**src/rtl/fra_map.svh**
```systemverilog
/*
  Constants of the fuse and ROM identity block: read addresses,
  fuse ranges, host register offsets and fields, timing.
  Assumes inclusion by bare name from the fuse array, device, host and bench files.
*/
`ifndef FRA_MAP_SVH
`define FRA_MAP_SVH
// ----------------------------------------
// read addresses seen over the link
// ----------------------------------------
`define FRA_ROM_ID_ADDR 4'h0
`define FRA_ROM_REV_ADDR 4'h1
`define FRA_FUSE_W0_ADDR 4'h2
`define FRA_FUSE_W1_ADDR 4'h3
`define FRA_FUSE_W2_ADDR 4'h4
`define FRA_FUSE_W3_ADDR 4'h5
// ----------------------------------------
// fuse ranges
// ----------------------------------------
`define FRA_FUSE_COUNT 128
`define FRA_SECRET_HI 63
`define FRA_STATUS_LO 64
`define FRA_STATUS_HI 86
`define FRA_LOCK_BIT 87
`define FRA_MAKER_LO 88
`define FRA_SERIAL_LO 96
// ----------------------------------------
// host register offsets and fields
// ----------------------------------------
`define FRA_REG_CTRL 12'h000
`define FRA_REG_ARG_LO 12'h004
`define FRA_REG_ARG_HI 12'h008
`define FRA_REG_STATUS 12'h00c
`define FRA_REG_RDATA 12'h010
`define FRA_CTRL_OP_LSB 0
`define FRA_CTRL_GO_BIT 3
`define FRA_CTRL_WAKE_BIT 4
`define FRA_CTRL_SEL_LSB 5
`define FRA_CTRL_ADDR_LSB 8
// ----------------------------------------
// timing: watchdog interval
// ----------------------------------------
`define FRA_CLK_MHZ 200
`define FRA_WDOG_US 1000
`define FRA_WDOG_CYC (`FRA_WDOG_US * `FRA_CLK_MHZ)
`endif

```
**src/rtl/fra_pkg.sv**
```systemverilog
/*
  Types shared by both ends of the fuse and ROM identity link.
  Assumes nothing beyond a SystemVerilog compiler.
*/
`default_nettype none
package fra_pkg;
  // command codes carried on the link
  typedef enum logic [2:0] {
    FRA_OP_READ = 3'h0,
    FRA_OP_BURN = 3'h1,
    FRA_OP_V0 = 3'h2,
    FRA_OP_V1 = 3'h3,
    FRA_OP_V2 = 3'h4
  } fra_op_t;
  // device sequencer states
  typedef enum logic [2:0] {
    FRA_ST_SLEEP = 3'b001,
    FRA_ST_IDLE = 3'b010,
    FRA_ST_RESP = 3'b100
  } fra_dev_st_t;
  // host sequencer states
  typedef enum logic [2:0] {
    FRA_HS_IDLE = 3'b001,
    FRA_HS_ISSUE = 3'b010,
    FRA_HS_WAIT = 3'b100
  } fra_host_st_t;
endpackage : fra_pkg
`default_nettype wire

```
**src/rtl/fra_link_if.sv**
```systemverilog
/*
  Command-level link between host controller and identity device.
  Assumes both ends run on the same clock; wire framing is abstracted.
*/
`default_nettype none
interface fra_link_if;
  import fra_pkg::*;
  logic wake;
  logic cmd_valid;
  logic cmd_ready;
  fra_op_t cmd_op;
  logic [3:0] cmd_addr;
  logic [1:0] cmd_sel;
  logic [63:0] cmd_arg;
  logic rsp_valid;
  logic rsp_ok;
  logic [31:0] rsp_data;
  logic awake;
  modport dev (input wake, cmd_valid, cmd_op, cmd_addr, cmd_sel, cmd_arg,
    output cmd_ready, rsp_valid, rsp_ok, rsp_data, awake);
  modport host (output wake, cmd_valid, cmd_op, cmd_addr, cmd_sel, cmd_arg,
    input cmd_ready, rsp_valid, rsp_ok, rsp_data, awake);
endinterface : fra_link_if
`default_nettype wire

```
**src/rtl/fra_fuse_array.sv**
```systemverilog
/*
  One-time fuse array: burn-only storage with factory identity bits.
  Assumes the owner gates burn requests; identity bits are never burnable.
*/
`default_nettype none
`include "fra_map.svh"
module fra_fuse_array
  import fra_pkg::*;
#(
  parameter int NFUSE = `FRA_FUSE_COUNT,
  parameter logic [7:0] MAKER_FUSE = 8'h5a,
  parameter logic [31:0] SERIAL_FUSE = 32'h0000_0001
) (
  input wire logic core_clk_in,
  input wire logic ce_in,
  input wire logic burn_in,
  input wire logic [NFUSE-1:0] burn_mask_in,
  output logic [NFUSE-1:0] fuse_out
);
  // ----------------------------------------
  // burned state
  // ----------------------------------------
  // nonvolatile: no reset touches it, the initialiser stands for shipment
  logic [NFUSE-1:0] blown_q = '0;
  logic [NFUSE-1:0] burnable;

  // only fuses below the identity ranges can ever be burned
  assign burnable = {{(NFUSE-`FRA_MAKER_LO){1'b0}}, {`FRA_MAKER_LO{1'b1}}};

  always_ff @(posedge core_clk_in) begin
    if (ce_in && burn_in) begin
      blown_q <= blown_q | (burn_mask_in & burnable);
    end
  end

  // identity bits fixed at the factory
  assign fuse_out = {SERIAL_FUSE, MAKER_FUSE,
    ~blown_q[`FRA_MAKER_LO-1:0]};
endmodule // fra_fuse_array
`default_nettype wire

```
**src/rtl/fra_device.sv**
```systemverilog
/*
  Identity device end: fuse array, readable ROM words, secure burn,
  three-step response check and failsafe watchdog.
  Assumes the host end keeps one command in flight and wakes the device first.
*/
// Decided for this implementation: register access over APB.
`default_nettype none
`include "fra_map.svh"
// Summary of operation
// - 128 fuses, burning is irreversible
// - unburned reads one, burned reads zero
// - secret fuses 0-63 burnable, never readable
// - status fuses 64-86 burnable and readable
// - secrets ignored until lock fuse burns
// - lock fuse burned blocks further burns
// - fuses 88-95 factory maker code
// - fuses 96-127 factory serial part
// - only first 64 ROM bits readable
// - word 0 bytes 0-1 maker code swapped
// - word 0 bytes 2-3 wafer serial
// - word 1 revision bytes, unreliable value
// - wafer serial never digested
// - serial number digested only when selected
// - 24-bit maker id in every computation
// - any subset of secret fuses burnable
// - status fuses not appended, host supplies
// - return only pass or fail
// - host supplies the random challenge
// - watchdog forces sleep after fixed interval
// - verify runs as steps zero, one, two
// - full maker id in every digest
module fra_device
  import fra_pkg::*;
#(
  parameter int unsigned WDOG_CYC = `FRA_WDOG_CYC,
  parameter logic [15:0] ROM_MAKER = 16'h1a2b,   // arbitrary value
  parameter logic [15:0] WAFER_SN = 16'h0007,
  parameter logic [31:0] REVISION = 32'h0000_0001, // arbitrary value
  parameter logic [7:0] MAKER_FUSE = 8'h5a,       // arbitrary value
  parameter logic [31:0] SERIAL_FUSE = 32'h0000_0001,
  parameter logic [63:0] MASK_KEY = 64'h0f1e_2d3c_4b5a_6978
) (
  input wire logic core_clk_in,
  input wire logic reset_in,
  input wire logic ce_in,
  fra_link_if.dev link,
  output logic asleep_out
);
  // ----------------------------------------
  // state
  // ----------------------------------------
  fra_dev_st_t st_q;
  logic [31:0] wdog_q;
  logic wdog_hit;
  logic [1:0] step_q;       // next verify step expected
  logic [63:0] chal_q;
  logic [63:0] extra_q;
  logic rsp_ok_q;
  logic [31:0] rsp_data_q;
  logic [127:0] fuse;
  logic burn_go;
  logic [127:0] burn_mask;
  logic lock_burned;
  logic take;
  logic [63:0] secret_part;
  logic [63:0] serial_part;
  logic [63:0] msg;
  logic [63:0] digest;
  logic rd_ok;
  logic [31:0] rd_data;

  fra_fuse_array #(
    .NFUSE(`FRA_FUSE_COUNT),
    .MAKER_FUSE(MAKER_FUSE),
    .SERIAL_FUSE(SERIAL_FUSE)
  ) u_fuse (
    .core_clk_in(core_clk_in),
    .ce_in(ce_in),
    .burn_in(burn_go),
    .burn_mask_in(burn_mask),
    .fuse_out(fuse)
  );

  assign lock_burned = ~fuse[`FRA_LOCK_BIT];
  assign take = link.cmd_valid && link.cmd_ready;
  assign link.cmd_ready = ce_in && (st_q == FRA_ST_IDLE) && !wdog_hit;
  assign link.rsp_valid = (st_q == FRA_ST_RESP);
  assign link.rsp_ok = rsp_ok_q;
  assign link.rsp_data = rsp_data_q;
  assign link.awake = (st_q != FRA_ST_SLEEP);
  assign asleep_out = (st_q == FRA_ST_SLEEP);

  // ----------------------------------------
  // secure burn request
  // ----------------------------------------
  // address 0 carries the secret half, any other address status plus lock fuse
  always_comb begin
    burn_mask = '0;
    if (link.cmd_addr == 4'h0) begin
      burn_mask[`FRA_SECRET_HI:0] = link.cmd_arg;
    end else begin
      burn_mask[`FRA_LOCK_BIT:`FRA_STATUS_LO] = link.cmd_arg[23:0];
    end
  end

  assign burn_go = take && (link.cmd_op == FRA_OP_BURN) && !lock_burned;

  // ----------------------------------------
  // read decode
  // ----------------------------------------
  // only the two ROM words and readable fuse words answer
  always_comb begin
    rd_ok = 1'b1;
    rd_data = '0;
    unique case (link.cmd_addr)
      `FRA_ROM_ID_ADDR: rd_data = {WAFER_SN, ROM_MAKER[7:0], ROM_MAKER[15:8]};
      `FRA_ROM_REV_ADDR: rd_data = REVISION;
      `FRA_FUSE_W2_ADDR: rd_data = fuse[95:64];
      `FRA_FUSE_W3_ADDR: rd_data = fuse[127:96];
      // secret words refused, read as zero
      default: rd_ok = 1'b0;
    endcase
  end

  // ----------------------------------------
  // digest stand-in
  // ----------------------------------------
  // keyed mix in place of the hash engine; it never leaves the device
  // secrets count only once locked
  assign secret_part = (lock_burned && link.cmd_sel[0]) ?
    ~fuse[`FRA_SECRET_HI:0] : 64'h0000_0000_0000_0000;
  assign serial_part = link.cmd_sel[1] ?
    {32'h0000_0000, fuse[127:96]} : 64'h0000_0000_0000_0000;
  // status fuses only via host extra input
  assign msg = chal_q ^ extra_q ^ secret_part ^ serial_part ^
    {40'h00_0000_0000, ROM_MAKER, fuse[95:88]};
  assign digest = {msg[50:0], msg[63:51]} ^ (msg >> 7) ^ MASK_KEY;

  // ----------------------------------------
  // watchdog
  // ----------------------------------------
  // counts any awake cycle
  assign wdog_hit = (wdog_q >= WDOG_CYC - 1);

  always_ff @(posedge core_clk_in) begin
    if (reset_in) begin
      wdog_q <= '0;
    end else if (ce_in) begin
      if (st_q == FRA_ST_SLEEP) begin
        wdog_q <= '0;
      end else if (!wdog_hit) begin
        wdog_q <= wdog_q + 32'd1;
      end
    end
  end

  // ----------------------------------------
  // sequencer
  // ----------------------------------------
  // the watchdog wins over a pending command; no activity keeps it awake
  always_ff @(posedge core_clk_in) begin
    if (reset_in) begin
      st_q <= FRA_ST_SLEEP;
    end else if (ce_in) begin
      unique case (st_q)
        FRA_ST_SLEEP: if (link.wake) st_q <= FRA_ST_IDLE;
        FRA_ST_IDLE: begin
          if (wdog_hit) begin
            st_q <= FRA_ST_SLEEP;
          end else if (take) begin
            st_q <= FRA_ST_RESP;
          end
        end
        FRA_ST_RESP: st_q <= wdog_hit ? FRA_ST_SLEEP : FRA_ST_IDLE;
      endcase
    end
  end

  // ----------------------------------------
  // verify steps
  // ----------------------------------------
  // steps must come in order
  always_ff @(posedge core_clk_in) begin
    if (reset_in) begin
      step_q <= 2'd0;
      chal_q <= '0;
      extra_q <= '0;
    end else if (ce_in) begin
      if (st_q == FRA_ST_SLEEP) begin
        step_q <= 2'd0;
      end else if (take) begin
        if (link.cmd_op == FRA_OP_V0) begin
          chal_q <= link.cmd_arg;
          extra_q <= '0;
          step_q <= 2'd1;
        end else if (link.cmd_op == FRA_OP_V1 && step_q == 2'd1) begin
          extra_q <= link.cmd_arg;
          step_q <= 2'd2;
        end else if (link.cmd_op == FRA_OP_V2 || link.cmd_op == FRA_OP_V1) begin
          step_q <= 2'd0;
        end
      end
    end
  end

  // ----------------------------------------
  // answer register
  // ----------------------------------------
  always_ff @(posedge core_clk_in) begin
    if (reset_in) begin
      rsp_ok_q <= 1'b0;
      rsp_data_q <= '0;
    end else if (ce_in && take) begin
      rsp_data_q <= '0;
      rsp_ok_q <= 1'b1;
      unique case (link.cmd_op)
        FRA_OP_READ: begin
          rsp_ok_q <= rd_ok;
          rsp_data_q <= rd_data;
        end
        FRA_OP_BURN: rsp_ok_q <= !lock_burned;
        FRA_OP_V0: rsp_ok_q <= 1'b1;
        FRA_OP_V1: rsp_ok_q <= (step_q == 2'd1);
        FRA_OP_V2: rsp_ok_q <= (step_q == 2'd2) && (digest == link.cmd_arg);
        default: rsp_ok_q <= 1'b0;
      endcase
    end
  end
endmodule // fra_device
`default_nettype wire

```
**src/flat_wrapper.sv**
```systemverilog
// flat-port wrapper written by rule: the top's interface ports become plain ports
module fra_device_flat import fra_pkg::*;
#(
  parameter int unsigned WDOG_CYC = `FRA_WDOG_CYC,
  parameter logic [15:0] ROM_MAKER = 16'h1a2b,                     
  parameter logic [15:0] WAFER_SN = 16'h0007,
  parameter logic [31:0] REVISION = 32'h0000_0001,                   
  parameter logic [7:0] MAKER_FUSE = 8'h5a,                         
  parameter logic [31:0] SERIAL_FUSE = 32'h0000_0001,
  parameter logic [63:0] MASK_KEY = 64'h0f1e_2d3c_4b5a_6978
)
  (core_clk_in, reset_in, ce_in, asleep_out, link_wake, link_cmd_valid, link_cmd_op, link_cmd_addr, link_cmd_sel, link_cmd_arg, link_cmd_ready, link_rsp_valid, link_rsp_ok, link_rsp_data, link_awake);
  fra_link_if link_i ();
  input wire logic core_clk_in;
  input wire logic reset_in;
  input wire logic ce_in;
  output logic asleep_out;
  input wire logic [$bits(link_i.wake)-1:0] link_wake;
  input wire logic [$bits(link_i.cmd_valid)-1:0] link_cmd_valid;
  input wire logic [$bits(link_i.cmd_op)-1:0] link_cmd_op;
  input wire logic [$bits(link_i.cmd_addr)-1:0] link_cmd_addr;
  input wire logic [$bits(link_i.cmd_sel)-1:0] link_cmd_sel;
  input wire logic [$bits(link_i.cmd_arg)-1:0] link_cmd_arg;
  output wire logic [$bits(link_i.cmd_ready)-1:0] link_cmd_ready;
  output wire logic [$bits(link_i.rsp_valid)-1:0] link_rsp_valid;
  output wire logic [$bits(link_i.rsp_ok)-1:0] link_rsp_ok;
  output wire logic [$bits(link_i.rsp_data)-1:0] link_rsp_data;
  output wire logic [$bits(link_i.awake)-1:0] link_awake;
  assign link_i.wake = link_wake;
  assign link_i.cmd_valid = link_cmd_valid;
  assign link_i.cmd_op = link_cmd_op;
  assign link_i.cmd_addr = link_cmd_addr;
  assign link_i.cmd_sel = link_cmd_sel;
  assign link_i.cmd_arg = link_cmd_arg;
  assign link_cmd_ready = link_i.cmd_ready;
  assign link_rsp_valid = link_i.rsp_valid;
  assign link_rsp_ok = link_i.rsp_ok;
  assign link_rsp_data = link_i.rsp_data;
  assign link_awake = link_i.awake;
  fra_device #(.WDOG_CYC(WDOG_CYC), .ROM_MAKER(ROM_MAKER), .WAFER_SN(WAFER_SN), .REVISION(REVISION), .MAKER_FUSE(MAKER_FUSE), .SERIAL_FUSE(SERIAL_FUSE), .MASK_KEY(MASK_KEY)) u_core (.core_clk_in(core_clk_in), .reset_in(reset_in), .ce_in(ce_in), .link(link_i), .asleep_out(asleep_out));
endmodule
```
**config.mk**
```make
export PLATFORM = sky130hd
export DESIGN_NAME = fra_device_flat
export DESIGN_NICKNAME = d
export VERILOG_FILES = /design/src/rtl/fra_pkg.sv /design/src/rtl/fra_link_if.sv /design/src/rtl/fra_fuse_array.sv /design/src/rtl/fra_device.sv /design/src/flat_wrapper.sv
export VERILOG_INCLUDE_DIRS = /design/src /design/src/rtl
export SDC_FILE = /design/constraint.sdc
export NUM_CORES = 1
export LEC_CHECK = 0
export BUFFER_PORTS_ARGS = -buffer_cell sky130_fd_sc_hd__buf_4
export CAP_MARGIN = 20
export CELL_PAD_IN_SITES_DETAIL_PLACEMENT = 0
export CELL_PAD_IN_SITES_GLOBAL_PLACEMENT = 1
export CORE_MARGIN = 2
export CORE_UTILIZATION = 42
export CTS_CLUSTER_SIZE = 24
export DETAILED_ROUTE_END_ITERATION = 8
export GPL_TIMING_DRIVEN = 0
export PLACE_DENSITY_LB_ADDON = 0.05
export SYNTH_ARGS = -nofsm -noshare
export SYNTH_HDL_FRONTEND = slang
export SYNTH_HIERARCHICAL = 1
export SYNTH_SLANG_ARGS = --single-unit
export TNS_END_PERCENT = 5
```
**constraint.sdc**
```tcl
create_clock -name core_clk_in -period 4.18 [get_ports core_clk_in]
set_input_delay 0.627 -clock core_clk_in [delete_from_list [all_inputs] [get_ports core_clk_in]]
set_output_delay 0.627 -clock core_clk_in [all_outputs]
set_load 0.005 [all_outputs]
```
==> run summary, run 1 <==
Final Skew: 0.0256 ns
hpwl dp: 39.1 mm
Register Area: 6610 µm²
GP Congestion: 0.936
Arr. time, crit path: 4.18 ns
final cell count without fillers: 2529
DR iter-0 viols: 885
CP Buf/Inv Count: 4
syn_area_per_cell: 8.50 µm²
number of global-route vias before repair: 11900
share of cells above drive strength 1: 11.7%
final WL: 50.5 mm
R2R cell count: 12
DR vias: 12600
WL met1: 23.3 mm
switching power: 1560 µW
worst skew pair latency: 0.55 ns
Hold-fix buffers, CTS: 0
area delta synth->final: 17.8%
row cnt: 70
total inserted antenna cells: 0
first-pass GRT wire length: 76.1 mm
All-Layer GR Usage: 26.6%
status: completed
P_leak: 0.00684 µW
Clock Root Buffer: clkbuf_16
fraction of power spent switching nets: 24.0%
CP Depth: 12
drt pass-1 iters: 5
WP data required: 4.58 ns
Final Hold Viols: 0
fillers: 3625
Die X: 197 µm
port bufs: 113
kind of critical path: flip-flop to flip-flop
number of clock buffers inserted by TritonCTS: 36
Slew HR: 23.1%
CTS Buffer Depth: 3
Clock power frac: 47.3%
pwr dens: 353 nW/µm²
setup slack at placement: 0.00493 ns
Post-CTS Setup Bufs: 0
drt drc: 0
maxcap violations: 0
CP startpoint kind: flip-flop
Fin Setup TNS: 0 ns
clock transition at the registers of the reported paths: 0.06 ns
post-route setup slack: 0.402 ns
Top Family by Delay on Critical Path: simple AND/OR/NAND/NOR gates
initial antenna violation count: 0
Tmin final: 3.78 ns
Tcrit/Tclk final: 90.4%
gr ovfl total: 0
Peak Freq: 265 MHz
Initial Util: 42.7%
worst path cell trace: inv_1, buf_6, nand2b_4, buf_6, buf_12, nor2_4, xnor2_1, xnor2_1, nand4_1, or4_1, or4b_1, o31ai_1
Met3 Wirelength: 2.32 mm
CTS tree: built
Worst path max stage delay: 0.65 ns
Post-DP Area: 17300 µm²
Max stage delay cell, worst path: or4_1
Cells on Worst Hold Path: 3
met2 WL: 23.3 mm
Worst-Margin Slew: 1.14 ns
largest net degree at the start of global routing: 48
RSZ-0062 raised after global routing: false
area of the multi-input gates: 8160 µm²
Setup violations, final: 0
uppermost layer routed: met4
Core ar.: 36700 µm²
Synth warnings: 6
die span in y: 197 µm
register share of total power: 43.8%
nets@finish: 2114
Boundary Pins: 115
post-layout instance area: 18500 µm²
synthesized netlist cell count: 1844
cell internal pwr: 4960 µW
Max IR drop VDD: 0.280 mV
area of the die: 38900 µm²
DR WL/cell: 20.0 µm
Mapped Area: 15700 µm²
Worst Path Max Fanout: 10
htree depth: 2
number of instances in the placed design: 2465
post-route ant nets: 0
vias per cell: 4.97
Critical Path End Type: flip-flop
clock sinks: 286
Util after Layout: 50.3%
proportion of power drawn by combinational gates: 8.9%
Slew Viols, Final: 0
class of the worst hold path: input port to flip-flop
## cells in the final DEF (no fill, tap or decap), types with 45 or more instances in the layout
cell / n
a21oi_1: 178
and2_1: 69
buf_4: 156
clkbuf_1: 81
dfxtp_1: 198
edfxtp_1: 88
inv_1: 94
nand2_1: 310
nor2_1: 124
nor3_1: 45
or2_1: 88
xnor2_1: 273
xor2_1: 67
## power groups by stage
stage | Combinational, µW | Sequential, µW | Clock [µW]
6_report | 578 | 2860 | 3090
5_1_grt | 622 | 2860 | 3270
4_1_cts | 564 | 2860 | 3170
3_5_place_dp | 562 | 2920 | 0
3_3_place_gp | 560 | 2920 | 0
2_1_floorplan | 328 | 2920 | 0
## flip-flops by register name (all words and copies together), names as in the netlist
signal	cells
u_core/extra_q	64
u_core/st_q	3
u_core/chal_q	64
u_core/step_q	2
u_core/wdog_q	32
u_core/link.rsp_ok	1
u_core/u_fuse/blown_q	88
u_core/link.rsp_data	32
## tightest hold or removal path, cell delays in order
cell and delay (ns):
buf_4 0.13, nand2_1 0.05, a21oi_1 0.05
## metrics by stage
| step | hold WS (ns) | total power (µW) |
|---|---|---|
| floorplan | 0.432 | 3240 |
| global placement | 0.449 | 3480 |
| detailed placement | 0.455 | 3480 |
| finish | 0.368 | 6520 |
| global route | 0.362 | 6750 |
| CTS | 0.341 | 6590 |
## final timing paths
check / startpoint / slack [ns] / endpoint
min reg2reg: u_core/chal_q[60] / 0.46 / u_core/chal_q[60]
min: link_cmd_arg[48] / 0.37 / u_core/extra_q[48]
max: u_core/u_fuse/blown_q[87] / 0.40 / u_core/link.rsp_ok
max reg2reg: u_core/u_fuse/blown_q[87] / 0.40 / u_core/link.rsp_ok
## layer usage
metal  global-route usage (%)  vias up
li1                         -     6261
met1                     35.9     5900
met2                     43.6      334
met3                     3.57       73
met4                     9.89        0
met5                        0        -
## final cells by class
cell class	instances	area share, %
clock inverters	7	0.359
plain buffers	130	3.84
clock buffers	57	5.97
multi-input cells	1372	44.2
well taps	468	3.17
flip-flops and latches	286	35.8
repair buffers	115	4.77
inverters	94	1.91
## repair_timing
action                     in CTS  in global routing
setup endpoints to repair       9                 10
cloned                          0                  0
gates resized for setup         1                  5
Power figures use the tool's default switching activity.
==> run 2, diff against run 1 <==
Settings changed: CORE_UTILIZATION 42 to 50.
Clock period 4.18 ns to 4.9 ns, I/O delays scaled along.
==> run 2 against run 1 <==
  * Design area shrank 0.75%
  * First-iteration DRC count grew 9.6%
  * Clock power shrank 18%
  * Clock-buffer cell count shrank 1
  * Via count grew 0.73%
  * Clock skew shrank 0.0084 ns
  * Routed wire length shrank 5.4%
  * Critical path depth shrank 1
  * Worst setup slack gained 0.27 ns
  * Combinational power shrank 16%
  * Fmax shrank 11%
  * Hold slack gained 0.094 ns
  * Critical path type unchanged
  * Largest cell class unchanged
  * Largest power group unchanged
  * Highest routed layer unchanged
==> run summary, run 2 (synthesis gave the netlist of run 1 again) <==
CP Buf/Inv Count: 2 (was 4)
nets@finish: 2112 (was 2114)
area of the multi-input gates: 8150 µm² (was 8160 µm²)
DR WL/cell: 19.5 µm (was 20.0 µm)
hpwl dp: 36.6 mm (was 39.1 mm)
Worst Path Max Fanout: 10 (unchanged)
clock transition at the registers of the reported paths: 0.05 ns (was 0.06 ns)
worst skew pair latency: 0.52 ns (was 0.55 ns)
DR vias: 12700 (was 12600)
Hold-fix buffers, CTS: 0 (unchanged)
drt pass-1 iters: 5 (unchanged)
fillers: 2875 (was 3625)
Final Hold Viols: 0 (unchanged)
worst path cell trace: ha_1, and3_1, a311oi_1, o21ai_1, a21oi_1, nand2_1, nor3_1, clkbuf_1, clkbuf_1, nand2_1, a21oi_1 (was inv_1, buf_6, nand2b_4, buf_6, buf_12, nor2_4, xnor2_1, xnor2_1, nand4_1, or4_1, or4b_1, o31ai_1)
post-CTS sizing: 0 (was 1)
area of the die: 32800 µm² (was 38900 µm²)
drt drc: 0 (unchanged)
total inserted antenna cells: 0 (unchanged)
Tmin final: 4.23 ns (was 3.78 ns)
clock sinks: 286 (unchanged)
Post-CTS Setup Bufs: 0 (unchanged)
Slew HR: 28.5% (was 23.1%)
class of the worst hold path: flip-flop to flip-flop (was input port to flip-flop)
area delta synth->final: 16.9% (was 17.8%)
Worst-Margin Slew: 1.07 ns (was 1.14 ns)
P_leak: 0.00681 µW (was 0.00684 µW)
Fin Setup TNS: 0 ns (unchanged)
Initial Util: 51.0% (was 42.7%)
Arr. time, crit path: 4.66 ns (was 4.18 ns)
share of cells above drive strength 1: 11.4% (was 11.7%)
initial antenna violation count: 1 (was 0)
vias per cell: 5.16 (was 4.97)
first-pass GRT wire length: 71.8 mm (was 76.1 mm)
number of clock buffers inserted by TritonCTS: 34 (was 36)
maxcap violations: 0 (unchanged)
Critical Path End Type: flip-flop (unchanged)
Util after Layout: 59.6% (was 50.3%)
Clock Root Buffer: clkbuf_16 (unchanged)
Boundary Pins: 115 (unchanged)
Largest regs: u_core/u_fuse/blown_q: 88 flops, u_core/chal_q: 64 flops, u_core/extra_q: 64 flops (unchanged)
commonest non-fill, non-tap cells in the layout: nand2_1, xnor2_1, dfxtp_1 (unchanged)
RSZ-0062 raised after global routing: false (unchanged)
Top Family by Delay on Critical Path: buffers and inverters (was simple AND/OR/NAND/NOR gates)
PnR Total Power: 5460 µW (was 6520 µW)
final WL: 47.8 mm (was 50.5 mm)
CP startpoint kind: flip-flop (unchanged)
Post-DP Area: 17200 µm² (was 17300 µm²)
Slew Viols, Final: 0 (unchanged)
Max stage delay cell, worst path: clkbuf_1 (was or4_1)
kind of critical path: flip-flop to flip-flop (unchanged)
final cell count without fillers: 2455 (was 2529)
Setup violations, final: 0 (unchanged)
Core ar.: 30700 µm² (was 36700 µm²)
post-route ant nets: 0 (unchanged)
Final Skew: 0.0171 ns (was 0.0256 ns)
pwr dens: 298 nW/µm² (was 353 nW/µm²)
Tcrit/Tclk final: 86.4% (was 90.4%)
CTS Buffer Depth: 3 (unchanged)
post-layout instance area: 18300 µm² (was 18500 µm²)
Max IR drop VDD: 0.266 mV (was 0.280 mV)
Die X: 181 µm (was 197 µm)
All-Layer GR Usage: 29.0% (was 26.6%)
Worst path max stage delay: 0.81 ns (was 0.65 ns)
status: completed (unchanged)
die span in y: 181 µm (was 197 µm)
Register Area: 6610 µm² (unchanged)
Peak Freq: 236 MHz (was 265 MHz)
number of global-route vias before repair: 11900 (about the same)
max reg flops: 88 (unchanged)
DR iter-0 viols: 970 (was 885)
commonest non-fill, non-tap cell in the layout: nand2_1 (unchanged)
CTS tree: built (unchanged)
Most flops, register: u_core/u_fuse/blown_q (unchanged)
port bufs: 113 (unchanged)
htree depth: 2 (unchanged)
largest net degree at the start of global routing: 65 (was 48)
GP Congestion: 0.913 (was 0.936)
row cnt: 64 (was 70)
gr ovfl total: 0 (unchanged)
number of instances in the placed design: 2393 (was 2465)
WP data required: 5.33 ns (was 4.58 ns)
run 2: per-stage QoR:
step / hold slack (ns) / setup WS [ns]
after floorplan: 0.432 / 0.864
after global placement: 0.448 / -0.495
after detailed placement: 0.455 / 0.705
after CTS: 0.462 / 0.703
after global routing: 0.474 / 0.439
final: 0.462 / 0.668
run 2: worst reg2reg max path, delay by kind of cell (launching register included):
family	cells	cell delay [ns]
buffers and inverters	2	1.40
AND/OR/NAND/NOR	4	1.15
AO/OA/AOI/OAI	4	1.04
flip-flops	1	0.34
adder cells (fa/ha/maj)	1	0.23
run 2: final cells by class:
cell class                      instances  area share [%]
Sequential cell                       286            36.0
Clock buffer                           56            6.00
Multi-Input combinational cell       1372            44.5
Inverter                               94            1.93
Timing Repair Buffer                  115            4.81
Tap cell                              396            2.70
Buffer                                130            3.85
Clock inverter                          6           0.178
run 2: worst paths after layout:
path	startpoint	to	slack [ns]	depth (start not counted)
hold reg to reg	u_core/chal_q[40]	u_core/chal_q[40]	0.46	2
hold / removal	u_core/chal_q[40]	u_core/chal_q[40]	0.46	2
setup / recovery	u_core/wdog_q[0]	u_core/chal_q[24]	0.67	11
setup reg to reg	u_core/wdog_q[0]	u_core/chal_q[24]	0.67	11
run 2: layer usage:
| layer | vias to the layer above | GRT usage [%] | wire [µm] |
|---|---|---|---|
| li1 | 6276 | - | - |
| met1 | 5879 | 39.4 | 21300 |
| met2 | 421 | 47.7 | 22100 |
| met3 | 84 | 3.63 | 2810 |
| met4 | 0 | 10.7 | 1690 |
| met5 | - | 0 | 0 |
run 2: power by group:
part / internal (µW) / switching (µW) / total (µW)
clock: 1540 / 996 / 2530
combinational: 201 / 286 / 487
sequential: 2430 / 3.80 / 2440
total: 4170 / 1290 / 5460
==> run 3, diff against run 2 <==
Settings changed: CORE_ASPECT_RATIO set to 0.5.
==> run 3 against run 2 <==
  * Clock power shrank 15%
  * Total power shrank 7.0%
  * Hold slack lost 0.0091 ns
  * Fmax grew 4.5%
  * Clock-buffer cell count shrank 17
  * Register-to-register slack gained 0.18 ns
  * Utilization shrank 0.36 points
  * Sequential power is essentially flat
  * Routed wire length grew 0.65%
  * Global-route usage grew 0.40 points
  * Clock skew grew 0.0019 ns
  * Die area grew 0.26%
==> run summary, run 3 (synthesis gave the netlist of run 1 again) <==
CTS Buffer Depth: 3 (unchanged)
Tcrit/Tclk final: 82.6% (was 86.4%)
GP Congestion: 0.915 (was 0.913)
number of clock buffers inserted by TritonCTS: 27 (was 34)
Hold-fix buffers, CTS: 0 (unchanged)
Boundary Pins: 115 (unchanged)
DR WL/cell: 19.5 µm (about the same)
total inserted antenna cells: 0 (unchanged)
Final Skew: 0.0190 ns (was 0.0171 ns)
Tmin final: 4.05 ns (was 4.23 ns)
htree depth: 1 (was 2)
number of global-route vias before repair: 11600 (was 11900)
commonest non-fill, non-tap cell in the layout: nand2_1 (unchanged)
WP data required: 5.37 ns (was 5.33 ns)
HP Start: link_cmd_arg[27] (was u_core/chal_q[40])
pwr dens: 280 nW/µm² (was 298 nW/µm²)
vias per cell: 5.10 (was 5.16)
clock transition at the registers of the reported paths: 0.07 ns (was 0.05 ns)
post-CTS sizing: 0 (unchanged)
share of cells above drive strength 1: 11.1% (was 11.4%)
r2r startpoint: u_core/wdog_q[0] (unchanged)
Util after Layout: 59.2% (was 59.6%)
Arr. time, crit path: 4.52 ns (was 4.66 ns)
first-pass GRT wire length: 71.4 mm (was 71.8 mm)
CTS tree: built (unchanged)
worst skew pair latency: 0.56 ns (was 0.52 ns)
CP startpoint kind: flip-flop (unchanged)
Worst-Margin Slew: 0.987 ns (was 1.07 ns)
gr ovfl total: 0 (unchanged)
initial antenna violation count: 1 (unchanged)
Slew HR: 34.2% (was 28.5%)
P_leak: 0.00670 µW (was 0.00681 µW)
row cnt: 45 (was 64)
fillers: 2878 (was 2875)
drt pass-1 iters: 5 (unchanged)
final WL: 48.1 mm (was 47.8 mm)
class of the worst hold path: input port to flip-flop (was flip-flop to flip-flop)
area of the die: 32900 µm² (was 32800 µm²)
Critical Path End Type: flip-flop (unchanged)
area delta synth->final: 15.6% (was 16.9%)
port bufs: 113 (unchanged)
Setup violations, final: 0 (unchanged)
commonest non-fill, non-tap cells in the layout: nand2_1, xnor2_1, dfxtp_1 (unchanged)
All-Layer GR Usage: 29.4% (was 29.0%)
kind of critical path: flip-flop to flip-flop (unchanged)
Worst Path Max Fanout: 10 (unchanged)
Largest regs: u_core/u_fuse/blown_q: 88 flops, u_core/chal_q: 64 flops, u_core/extra_q: 64 flops (unchanged)
Slew Viols, Final: 0 (unchanged)
largest net degree at the start of global routing: 65 (unchanged)
number of instances in the placed design: 2422 (was 2393)
Cells on Worst Hold Path: 3 (was 2)
Core ar.: 30600 µm² (was 30700 µm²)
Post-CTS Setup Bufs: 0 (unchanged)
Die X: 254 µm (was 181 µm)
final cell count without fillers: 2470 (was 2455)
die span in y: 129 µm (was 181 µm)
post-route ant nets: 0 (unchanged)
Most flops, register: u_core/u_fuse/blown_q (unchanged)
Initial Util: 51.3% (was 51.0%)
final hold slack: 0.453 ns (was 0.462 ns)
drt drc: 0 (unchanged)
Clock Root Buffer: clkbuf_16 (unchanged)
Crit. Startpoint: u_core/wdog_q[0] (unchanged)
RSZ-0062 raised after global routing: false (unchanged)
R2R cell count: 11 (unchanged)
DR vias: 12600 (was 12700)
Peak Freq: 247 MHz (was 236 MHz)
hpwl dp: 37.0 mm (was 36.6 mm)
nets@finish: 2107 (was 2112)
DR iter-0 viols: 1096 (was 970)
status: completed (unchanged)
Final Hold Viols: 0 (unchanged)
Max IR drop VDD: 0.204 mV (was 0.266 mV)
clock sinks: 286 (unchanged)
maxcap violations: 0 (unchanged)
max reg flops: 88 (unchanged)
## run 3: cell types whose count changed in the layout (fill, tap and decap cells not counted)
| cell | before | now |
|---|---|---|
| bufinv_16 | 0 | 1 |
| buf_2 | 9 | 11 |
| clkbuf_1 | 83 | 77 |
| clkinv_2 | 3 | 5 |
| inv_4 | 1 | 2 |
| clkbuf_16 | 39 | 28 |
| clkinvlp_4 | 1 | 0 |
## run 3: final cells by class
cell class / count / area [µm²] / share of cell area, %
inverters: 94 / 353 / 1.95
clock inverters: 9 / 71.3 / 0.394
well taps: 423 / 529 / 2.92
multi-input cells: 1372 / 8150 / 45.0
clock buffers: 39 / 802 / 4.43
plain buffers: 130 / 706 / 3.90
repair buffers: 117 / 891 / 4.92
flip-flops and latches: 286 / 6610 / 36.5
## run 3: final timing paths
kind	to	slack (ns)
worst max-delay path	u_core/chal_q[24]	0.85
worst min-delay path	u_core/extra_q[27]	0.45
worst max register to register	u_core/chal_q[24]	0.85
worst min register to register	u_core/chal_q[26]	0.46
## run 3: routing by layer
layer / GRT usage [%] / share of wire [%] / vias up
met4: 7.37 / 2.4 / 0
met5: 0 / 0 / -
met3: 6.77 / 9.9 / 69
li1: - / - / 6246
met2: 43.5 / 41 / 428
met1: 43.3 / 46 / 5865
## run 3: critical path: stages (launching register included)
cell and delay [ns]:
dfxtp_1 0.35, ha_1 0.24, and3_1 0.19, a311oi_1 0.27
o21ai_1 0.14, a21oi_1 0.44, nand2_1 0.21, nor3_1 0.48
clkbuf_1 0.79, clkbuf_1 0.54, nand2_1 0.11, a21oi_1 0.19
## run 3: power by group
part           internal (µW)  switching, µW  leakage [µW]
logic                    202            291       0.00388
registers               2430           3.96       0.00238
clock network           1190            960      0.000438
## run 3: through the flow
| step | setup WS, ns | instance area (µm²) | total power (µW) | setup TNS (ns) |
|---|---|---|---|---|
| detailed placement | 0.979 | 17200 | 2960 | 0 |
| global placement | -0.556 | 17200 | 2960 | -47.91 |
| finish | 0.852 | 18100 | 5070 | 0 |
| global route | 0.697 | 18100 | 5250 | 0 |
| CTS | 1.00 | 18100 | 5090 | 0 |
| floorplan | 0.864 | 15800 | 2770 | 0 |
